$ cat config.mk
export PLATFORM = sky130hd
export DESIGN_NAME = evp_evict
export DESIGN_NICKNAME = d
export VERILOG_FILES = /design/src/evp_pkg.sv /design/src/evp_evict.sv
export SDC_FILE = /design/constraint.sdc
export NUM_CORES = 1
export LEC_CHECK = 0
export BUFFER_PORTS_ARGS = -buffer_cell sky130_fd_sc_hd__buf_2
export CAP_MARGIN = 20
export CORE_AREA = 2 2 284 286
export DETAILED_ROUTE_END_ITERATION = 12
export DIE_AREA = 0 0 286 288
export PLACE_DENSITY = 0.61
export SYNTH_ARGS = -nofsm -noshare
export SYNTH_HDL_FRONTEND = slang
export SYNTH_SLANG_ARGS = --single-unit
$ cat constraint.sdc
create_clock -name MCLK -period 38.8 [get_ports MCLK]
set_input_delay 1.94 -clock MCLK [delete_from_list [all_inputs] [get_ports MCLK]]
set_output_delay 1.94 -clock MCLK [all_outputs]
set_load 0.05 [all_outputs]
$ cat src/evp_pkg.sv
// package of constants, types and carriers for the page eviction sequencer
package evp_pkg;

   // ------------------------------------------------------------------
   // register byte offsets
   // ------------------------------------------------------------------
   localparam logic [7:0] OFS_CTRL   = 8'h00;
   localparam logic [7:0] OFS_STATUS = 8'h04;
   localparam logic [7:0] OFS_RESULT = 8'h08;
   localparam logic [7:0] OFS_DESC   = 8'h0C;
   localparam logic [7:0] OFS_TGT    = 8'h10;
   localparam logic [7:0] OFS_SLOT   = 8'h14;
   localparam logic [7:0] OFS_LIN    = 8'h18;
   localparam logic [7:0] OFS_ENCL   = 8'h1C;
   localparam logic [7:0] OFS_META   = 8'h20;
   localparam logic [7:0] OFS_DEST   = 8'h24;
   localparam logic [7:0] OFS_VER    = 8'h28;

   // ------------------------------------------------------------------
   // field positions
   // ------------------------------------------------------------------
   localparam int CTRL_START  = 0;
   localparam int CTRL_MODE64 = 1;
   localparam int CTRL_CPL    = 2;
   localparam int ALIGN_DESC  = 5;
   localparam int ALIGN_PAGE  = 12;
   localparam int ALIGN_SLOT  = 3;
   localparam int ALIGN_META  = 7;
   localparam int VER_SHIFT   = 32;

   // ------------------------------------------------------------------
   // result codes and reset values
   // ------------------------------------------------------------------
   localparam logic [31:0] RES_OK            = 32'h0000_0000;
   localparam logic [31:0] NOT_BLOCKED_CODE  = 32'h0000_0001;
   localparam logic [31:0] NOT_TRACKED_CODE  = 32'h0000_0002;
   localparam logic [31:0] CHILD_PRESENT_CODE = 32'h0000_0003;
   localparam logic [31:0] SLOT_OCCUPIED_CODE = 32'h0000_0004;
   localparam logic [63:0] EID_NONE          = 64'h0000_0000_0000_0000;

   typedef enum logic [2:0] {
      PT_REGULAR = 3'b000,
      PT_THREAD  = 3'b001,
      PT_TRIMMED = 3'b010,
      PT_ENCLAVE = 3'b011,
      PT_VERSION = 3'b100
   } evp_ptype_t;

   typedef enum logic [2:0] {
      ST_IDLE  = 3'b000,
      ST_CHECK = 3'b001,
      ST_CRYPT = 3'b010,
      ST_WRITE = 3'b011,
      ST_SLOT  = 3'b100
   } evp_fsm_t;

   // page map lookups and side conditions, from same-clock logic
   typedef struct packed {
      logic        seg_fault;
      logic        noncanon;
      logic        access_fault;
      logic        tgt_in_pool;
      logic        slot_in_pool;
      logic        conc_busy;
      logic        va_changing;
      logic        track_busy;
      logic        consist_fail;
      logic        tgt_valid;
      evp_ptype_t  tgt_ptype;
      logic        slot_valid;
      evp_ptype_t  slot_ptype;
      logic        block_ok;
      logic        blocked;
      logic        track_ok;
      logic        child_present;
      logic        slot_used;
      logic [2:0]  perm;
      logic        pending;
      logic        modified;
      logic        perm_restrict_bit;
      logic [31:0] linear_addr_field;
      logic [63:0] owner_eid;
      logic [63:0] own_eid;
   } evp_map_t;

   // eviction side effects toward crypto engine, memory and page map
   typedef struct packed {
      logic        crypt_req;
      logic [31:0] hdr_lin;
      evp_ptype_t  hdr_ptype;
      logic [2:0]  hdr_perm;
      logic        hdr_pending;
      logic        hdr_modified;
      logic        hdr_pr;
      logic [63:0] hdr_eid;
      logic [63:0] counter;
      logic [31:0] dest_ptr;
      logic [31:0] meta_ptr;
      logic        meta_we;
      logic [63:0] meta_eid;
      logic        desc_we;
      logic [31:0] desc_addr;
      logic        slot_we;
      logic [31:0] slot_addr;
      logic [63:0] slot_val;
      logic        map_inv;
      logic [31:0] map_addr;
   } evp_out_t;
endpackage

$ cat src/evp_evict.sv
// page eviction sequencer with avalon-mm register slave
`timescale 1ns/1ps
module evp_evict
(
   // clock and reset
   input  wire logic                 MCLK,
   input  wire logic                 RST_B,
   // avalon-mm register slave
   input  wire logic [7:0]           AVS_ADDRESS,
   input  wire logic                 AVS_READ,
   input  wire logic                 AVS_WRITE,
   input  wire logic [31:0]          AVS_WRITEDATA,
   input  wire logic [3:0]           AVS_BYTEENABLE,
   output logic      [31:0]          AVS_READDATA,
   output logic                      AVS_WAITREQUEST,
   // page map and side conditions
   input  wire evp_pkg::evp_map_t    MAP_INFO,
   // crypto engine completion
   input  wire logic                 CRYPT_DONE,
   // eviction effects
   output evp_pkg::evp_out_t         EVICT_OUT
);
   import evp_pkg::*;

   // ------------------------------------------------------------------
   // state
   // ------------------------------------------------------------------
   typedef struct packed {
      evp_fsm_t    fsm;
      logic        done;
      logic        gp;
      logic        pf;
      logic        pf_slot;
      logic [5:0]  flags;
      logic [31:0] result;
      logic        mode64;
      logic [1:0]  cpl;
      logic [31:0] desc;
      logic [31:0] tgt;
      logic [31:0] slot;
      logic [31:0] lin;
      logic [31:0] encl;
      logic [31:0] meta;
      logic [31:0] dest;
      logic [31:0] ver;
      logic        ack;
      logic [31:0] rdata;
      evp_out_t    o;
   } evp_state_t;

   // flag bit order inside flags: zf cf pf af of sf
   localparam int FL_ZF = 5;
   localparam int FL_CF = 4;

   evp_state_t st_q;
   evp_state_t st_d;
   logic [1:0] rst_sync_q;
   logic       rst_n;

   // byte-lane merge used for every writable register except OFS_CTRL, which takes only byte lane 0
   function automatic logic [31:0] merge(input logic [31:0] old,
                                         input logic [31:0] wd,
                                         input logic [3:0]  be);
      logic [31:0] r;
      r = old;
      for (int i = 0; i < 4; i++) begin
         if (be[i]) begin
            r[i*8 +: 8] = wd[i*8 +: 8];
         end
      end
      return r;
   endfunction

   // true for page types that belong to an enclave
   function automatic logic is_child(input evp_ptype_t t);
      return (t == PT_REGULAR) || (t == PT_THREAD) || (t == PT_TRIMMED);
   endfunction

   // ------------------------------------------------------------------
   // reset release
   // ------------------------------------------------------------------
   // assert asynchronously, release through two flops
   always_ff @(posedge MCLK or negedge RST_B) begin
      if (!RST_B) begin
         rst_sync_q <= 2'b00;
      end else begin
         rst_sync_q <= {rst_sync_q[0], 1'b1};
      end
   end
   assign rst_n = rst_sync_q[1];

   // ------------------------------------------------------------------
   // bus handshake
   // ------------------------------------------------------------------
   // one wait cycle per access keeps read data on a flop
   assign AVS_WAITREQUEST = (AVS_READ | AVS_WRITE) & ~st_q.ack;
   assign AVS_READDATA    = st_q.rdata;
   assign EVICT_OUT       = st_q.o;

   // ------------------------------------------------------------------
   // next state
   // ------------------------------------------------------------------
   always_comb begin
      logic busy;
      logic same_pg;
      st_d = st_q;
      busy = (st_q.fsm != ST_IDLE);
      same_pg = (st_q.tgt[31:ALIGN_PAGE] == st_q.slot[31:ALIGN_PAGE]);
      // strobes last one cycle
      st_d.o.meta_we = 1'b0;
      st_d.o.desc_we = 1'b0;
      st_d.o.slot_we = 1'b0;
      st_d.o.map_inv = 1'b0;

      // bus access: capture read data, apply write on the ack cycle
      st_d.ack = (AVS_READ | AVS_WRITE) & ~st_q.ack;
      if (AVS_READ && !st_q.ack) begin
         case (AVS_ADDRESS)
            OFS_CTRL:   st_d.rdata = {28'h000_0000, st_q.cpl,
                                      st_q.mode64, 1'b0};
            OFS_STATUS: st_d.rdata = {21'h00_0000, st_q.flags, st_q.pf_slot,
                                      st_q.pf, st_q.gp, st_q.done,
                                      busy};
            OFS_RESULT: st_d.rdata = st_q.result;
            OFS_DESC:   st_d.rdata = st_q.desc;
            OFS_TGT:    st_d.rdata = st_q.tgt;
            OFS_SLOT:   st_d.rdata = st_q.slot;
            OFS_LIN:    st_d.rdata = st_q.lin;
            OFS_ENCL:   st_d.rdata = st_q.encl;
            OFS_META:   st_d.rdata = st_q.meta;
            OFS_DEST:   st_d.rdata = st_q.dest;
            OFS_VER:    st_d.rdata = st_q.ver;
            default:    st_d.rdata = 32'h0000_0000;
         endcase
      end
      // operand registers are frozen while an eviction runs
      if (AVS_WRITE && st_q.ack && !busy) begin
         case (AVS_ADDRESS)
            OFS_CTRL: begin
               if (AVS_BYTEENABLE[0]) begin
                  st_d.mode64 = AVS_WRITEDATA[CTRL_MODE64];
                  st_d.cpl    = AVS_WRITEDATA[CTRL_CPL +: 2];
                  if (AVS_WRITEDATA[CTRL_START]) begin
                     st_d.fsm     = ST_CHECK;
                     st_d.done    = 1'b0;
                     st_d.gp      = 1'b0;
                     st_d.pf      = 1'b0;
                     st_d.pf_slot = 1'b0;
                  end
               end
            end
            OFS_DESC: st_d.desc = merge(st_q.desc, AVS_WRITEDATA,
                                        AVS_BYTEENABLE);
            OFS_TGT:  st_d.tgt  = merge(st_q.tgt, AVS_WRITEDATA,
                                        AVS_BYTEENABLE);
            OFS_SLOT: st_d.slot = merge(st_q.slot, AVS_WRITEDATA,
                                        AVS_BYTEENABLE);
            OFS_LIN:  st_d.lin  = merge(st_q.lin, AVS_WRITEDATA,
                                        AVS_BYTEENABLE);
            OFS_ENCL: st_d.encl = merge(st_q.encl, AVS_WRITEDATA,
                                        AVS_BYTEENABLE);
            OFS_META: st_d.meta = merge(st_q.meta, AVS_WRITEDATA,
                                        AVS_BYTEENABLE);
            OFS_DEST: st_d.dest = merge(st_q.dest, AVS_WRITEDATA,
                                        AVS_BYTEENABLE);
            OFS_VER:  st_d.ver  = merge(st_q.ver, AVS_WRITEDATA,
                                        AVS_BYTEENABLE);
            default: ;
         endcase
      end

      // eviction sequence
      case (st_q.fsm)
         ST_IDLE: ;
         // one-cycle priority chain; a fault ends with nothing written
         ST_CHECK: begin
            st_d.fsm = ST_IDLE;
            st_d.done = 1'b1;
            if (st_q.cpl != 2'b00) begin
               st_d.gp = 1'b1;
            end else if (st_q.mode64 ? MAP_INFO.noncanon
                                     : MAP_INFO.seg_fault) begin
               st_d.gp = 1'b1;
            end else if (MAP_INFO.access_fault) begin
               st_d.pf = 1'b1;
            end else if (st_q.desc[ALIGN_DESC-1:0] != '0 ||
                         st_q.tgt[ALIGN_PAGE-1:0] != '0) begin
               st_d.gp = 1'b1;
            end else if (!MAP_INFO.tgt_in_pool) begin
               st_d.pf = 1'b1;
            end else if (st_q.slot[ALIGN_SLOT-1:0] != '0) begin
               st_d.gp = 1'b1;
            end else if (!MAP_INFO.slot_in_pool) begin
               st_d.pf = 1'b1;
               st_d.pf_slot = 1'b1;
            end else if (same_pg) begin
               st_d.gp = 1'b1;
            end else if (st_q.lin != '0 || st_q.encl != '0) begin
               st_d.gp = 1'b1;
            end else if (st_q.meta[ALIGN_META-1:0] != '0 ||
                         st_q.dest[ALIGN_PAGE-1:0] != '0) begin
               st_d.gp = 1'b1;
            end else if (MAP_INFO.conc_busy || MAP_INFO.va_changing) begin
               st_d.gp = 1'b1;
            end else if (MAP_INFO.track_busy || MAP_INFO.consist_fail) begin
               st_d.gp = 1'b1;
            end else if (!MAP_INFO.tgt_valid) begin
               st_d.pf = 1'b1;
            end else if (!MAP_INFO.slot_valid ||
                         MAP_INFO.slot_ptype != PT_VERSION) begin
               st_d.pf = 1'b1;
               st_d.pf_slot = 1'b1;
            end else if (!is_child(MAP_INFO.tgt_ptype) &&
                         MAP_INFO.tgt_ptype != PT_ENCLAVE &&
                         MAP_INFO.tgt_ptype != PT_VERSION) begin
               st_d.pf = 1'b1;
            end else if (is_child(MAP_INFO.tgt_ptype) &&
                         !MAP_INFO.block_ok) begin
               st_d.gp = 1'b1;
            end else begin
               // all fault checks passed
               st_d.flags  = 6'b00_0000;
               st_d.result = RES_OK;
               st_d.done   = 1'b0;
               st_d.fsm    = ST_CRYPT;
               if (is_child(MAP_INFO.tgt_ptype)) begin
                  if (!MAP_INFO.blocked) begin
                     st_d.result = NOT_BLOCKED_CODE;
                     st_d.flags[FL_ZF] = 1'b1;
                     st_d.fsm = ST_IDLE;
                     st_d.done = 1'b1;
                  end else if (!MAP_INFO.track_ok) begin
                     st_d.result = NOT_TRACKED_CODE;
                     st_d.flags[FL_ZF] = 1'b1;
                     st_d.fsm = ST_IDLE;
                     st_d.done = 1'b1;
                  end else begin
                     st_d.o.hdr_eid  = MAP_INFO.owner_eid;
                     st_d.o.meta_eid = MAP_INFO.owner_eid;
                  end
               end else if (MAP_INFO.tgt_ptype == PT_ENCLAVE) begin
                  if (MAP_INFO.child_present) begin
                     st_d.result = CHILD_PRESENT_CODE;
                     st_d.flags[FL_ZF] = 1'b1;
                     st_d.fsm = ST_IDLE;
                     st_d.done = 1'b1;
                  end else begin
                     st_d.o.hdr_eid  = EID_NONE;
                     st_d.o.meta_eid = MAP_INFO.own_eid;
                  end
               end else begin
                  st_d.o.hdr_eid  = EID_NONE;
                  st_d.o.meta_eid = EID_NONE;
               end
               // header starts cleared apart from these fields
               st_d.o.hdr_lin      = MAP_INFO.linear_addr_field;
               st_d.o.hdr_ptype    = MAP_INFO.tgt_ptype;
               st_d.o.hdr_perm     = MAP_INFO.perm;
               st_d.o.hdr_pending  = MAP_INFO.pending;
               st_d.o.hdr_modified = MAP_INFO.modified;
               st_d.o.hdr_pr       = MAP_INFO.perm_restrict_bit;
               st_d.o.counter      = {st_q.ver, 32'h0000_0000};
               st_d.o.dest_ptr     = st_q.dest;
               st_d.o.meta_ptr     = st_q.meta;
               st_d.o.desc_addr    = st_q.desc;
               st_d.o.slot_addr    = st_q.slot;
               st_d.o.map_addr     = st_q.tgt;
               st_d.o.slot_val     = {32'h0000_0000, st_q.ver};
               // request rises only when eviction really proceeds
               st_d.o.crypt_req    = (st_d.fsm == ST_CRYPT);
            end
         end
         // hold request until the engine reports ciphertext and tag out
         ST_CRYPT: begin
            if (CRYPT_DONE) begin
               st_d.o.crypt_req = 1'b0;
               st_d.fsm = ST_WRITE;
            end
         end
         // metadata flags, identifier, zeroed fields; descriptor address
         ST_WRITE: begin
            st_d.o.meta_we = 1'b1;
            st_d.o.desc_we = 1'b1;
            st_d.fsm = ST_SLOT;
         end
         // slot write and map invalidate go out together, in order
         ST_SLOT: begin
            if (MAP_INFO.slot_used) begin
               st_d.result = SLOT_OCCUPIED_CODE;
               st_d.flags[FL_CF] = 1'b1;
            end
            st_d.o.slot_we = 1'b1;
            st_d.o.map_inv = 1'b1;
            st_d.done = 1'b1;
            st_d.fsm = ST_IDLE;
         end
         default: st_d.fsm = ST_IDLE;
      endcase
   end

   // ------------------------------------------------------------------
   // state register
   // ------------------------------------------------------------------
   always_ff @(posedge MCLK or negedge rst_n) begin
      if (!rst_n) begin
         st_q <= '0;
      end else begin
         st_q <= st_d;
      end
   end
endmodule

==> flow_summary.ini <==
[outcome]
status = completed

[synth]
synthAdderAreaFrac_pct = 0
synthXorXnorAreaFrac_pct = 0.5578
ys_ff_latch = 669
synth_flop_cell = dfrtp_1
synth_async_sr_flop_share_pct = 100.0
synth_top_family_by_area = multiplexers
muxShareOfSynthArea_pct = 20.93
synth_area_sq_mm = 0.03140
synth_cells = 2437
yosysWarningCount = 0
seq_area_frac_synth_pct = 53.31
yosys.area_share.simple_pct = 5.782
synth_edf_count = 0
synth_top_area_share_pct = 53.31
yosys.area.top_type = dfrtp_1
synth_compound_area_share_pct = 6.140
ys_types = 53
yosys-top-cells-count = dfrtp_1, mux2_2, buf_4
synth.most_common_cell = dfrtp_1
yosys-top-cells-area = dfrtp_1, mux2_2, buf_4, a21o_1, a22oi_1
avgSynthCellArea_sq_um = 12.89

[worst_setup_path]
arrival_ns = 5.71
startpoint_type = input port
crit_path_top_delay_cell = nor4_4
crit_type = in2reg
path_max_fanout = 191
crit_chain = buf_2 > nor4_1 > nand4_1 > nor2_1 > nand2_1 > nor4_4 > buf_12 > mux2_2
required_ns = 39.29
cpPeakStageDelay_ns = 0.93
crit_family = simple AND/OR/NAND/NOR gates
cp-end-kind = register
path_buf_inv = 2

[power]
seq_power_share_pct = 47.3
combPwrFrac_pct = 5.1
cell_internal_pwr_mw = 1.143
finalPower_mw = 1.496
leakage_nw = 19.26
clkPwrFrac_pct = 47.6
p_sw_share_pct = 23.59
peakVddDrop_v = 0.00002602
power.switching_uw = 352.7
power.density_mw_per_mm2 = 42.61

[timing]
finalSetupTns_ns = 0
final.period_utilization_pct = 13.44
finClkSkew_ns = 0.02356
hold_viol = 0
min_period_ns = 5.216
drv_slew = 0
max_freq_mhz = 191.7
rsz0062_at_grt = no
tightest_slew_ns = 1.308
setup_viol = 0
max-slew-margin-rel_pct = 12.77

[route]
routed_via_density = 5.198
final_antenna_net_count = 0
wl_per_cell_microns = 25.09
vias = 19910
firstDrtPassIters = 5
totalWireLength_microns = 96080
drt_iter0_drc = 1454
drcViolationCount = 0

[clock_tree]
clock_path_buffers = 3
cts-resized-gates = 0
path_clk_slew_ns = 0.06
clk_latency_ns = 0.63
clock-sinks = 669
cts_made_buffers = 74
cts_tree = built
cts-root-buf = clkbuf_16
hold_buffers = 0
cts_setup_buffers = 0
htreeDepth = 3

[die]
start_util_pct = 39.43
core_sq_mm = 0.07964
io_pins = 732
die_x_microns = 286
rows = 104
die_y_microns = 288
die_area_sq_mm = 0.08237

[min_path]
hp-class = reg2reg

[flow_run]
cap_violations = 0

[grt]
track_usage_pct = 22.86
antenna_found_initial = 33
grt_pass1_wl_microns = 140400
first_global_vias = 20990
grt_max_degree = 192
grt-ovfl-total = 0

[final_layout]
fillers = 7453
drive_gt1_share_pct = 51.45
multi_input_area_sq_mm = 0.01077
areaGrowthSynthToFinish_pct = 11.77
nets = 2938
regArea_sq_mm = 0.01674

[placed_design]
globalplace.congestion = 0.9057
io_buffers = 667
hpwl_microns = 70180
-- through the flow --
| step | area, sq um | std cells | setup WS [ns] | utilization [%] | hold slack, ns |
|---|---|---|---|---|---|
| 2_1_floorplan | 31640 | 2500 | 18.77 | - | 0.3312 |
| 3_3_place_gp | 32410 | 3669 | 33.15 | 40.69 | 0.3412 |
| 3_5_place_dp | 32450 | 3673 | 32.98 | 40.75 | 0.3529 |
| 4_1_cts | 34890 | 3802 | 33.65 | 43.81 | 0.3713 |
| 5_1_grt | 35090 | 3825 | 33.42 | 44.06 | 0.3703 |
| 6_report | 35100 | 3830 | 33.58 | 44.07 | 0.3632 |
-- flip-flops by register name, summed over array words and instances, names as in the netlist --
signal	flops
AVS_READDATA	32
EVICT_OUT	364
rst_sync_q	2
st_q	271
-- worst reg2reg max path, cell delays in order (launching register included) --
cell and delay (ns):
dfrtp_1 0.49, nor4_1 0.88, nand4_1 0.37, nor2_1 0.20
nand2_1 0.25, nor4_4 0.93, buf_12 0.58, mux2_2 0.89
-- final timing paths --
path	startpoint	end	slack, ns	cells past startpoint
min	rst_sync_q[0]$_DFF_PN0_	rst_sync_q[1]$_DFF_PN0_	0.36	0
max reg2reg	st_q[635]$_DFFE_PN0P_	EVICT_OUT[23]$_DFFE_PN0P_	34.07	7
min reg2reg	rst_sync_q[0]$_DFF_PN0_	rst_sync_q[1]$_DFF_PN0_	0.36	0
max in group asynchronous	rst_sync_q[1]$_DFF_PN0_	AVS_READDATA[10]$_DFFE_PN0P_	35.57	5
max	MAP_INFO[179]	EVICT_OUT[23]$_DFFE_PN0P_	33.58	8
min in group asynchronous	rst_sync_q[1]$_DFF_PN0_	EVICT_OUT[424]$_DFFE_PN0P_	0.44	0
-- area by class of cell --
type / instances / area share [%]
diodes: 16 / 0.1141
flip-flops and latches: 669 / 47.71
inverters: 5 / 0.05347
well taps: 1060 / 3.779
clock buffers: 109 / 6.231
clock inverters: 20 / 0.7272
repair buffers: 707 / 10.69
multi-input cells: 1244 / 30.70
-- metal layers --
metal	GRT usage [%]	routed length, microns
met5	0	48
met1	27.48	37760
met2	39.06	48420
met3	6.030	6828
met4	9.005	3018
-- cells by family after synthesis --
group           Yosys count
compound gates          247
xor+xnor                 20
buf+inv                 587
flops                   669
mux                     584
other cells               2
simple gates            328
-- power groups by stage --
stage          clock (mW)  combinational [mW]  sequential [mW]
5_1_grt             0.758              0.0830            0.708
3_5_place_dp            0              0.0750            0.720
2_1_floorplan           0              0.0384            0.728
3_3_place_gp            0              0.0733            0.720
4_1_cts             0.730              0.0751            0.708
6_report            0.712              0.0759            0.708
-- cell usage in the layout, fill, tap and decap left out, types with 4 or more instances in the layout --
master / n
a21oi_1: 6
nor2_2: 6
diode_2: 16
nor4_1: 31
nor3_1: 12
a22o_1: 38
nand2_1: 53
and3_1: 5
nand2b_1: 4
clkbuf_16: 77
clkinv_2: 9
or4_1: 7
a22oi_1: 69
nor2b_1: 39
buf_4: 24
a32oi_1: 4
mux2_2: 580
buf_6: 9
and2_1: 64
a221oi_1: 19
a222oi_1: 15
xor2_1: 12
or4b_2: 4
buf_2: 667
o21ai_0: 13
clkbuf_1: 18
inv_1: 5
dfrtp_1: 668
conb_1: 65
nand3_1: 19
clkbuf_8: 14
xnor2_1: 8
a21o_1: 69
bufinv_16: 4
nand4_1: 23
nor2_1: 49
nor4b_1: 4
Note: power is estimated with default switching activity, not from simulation.
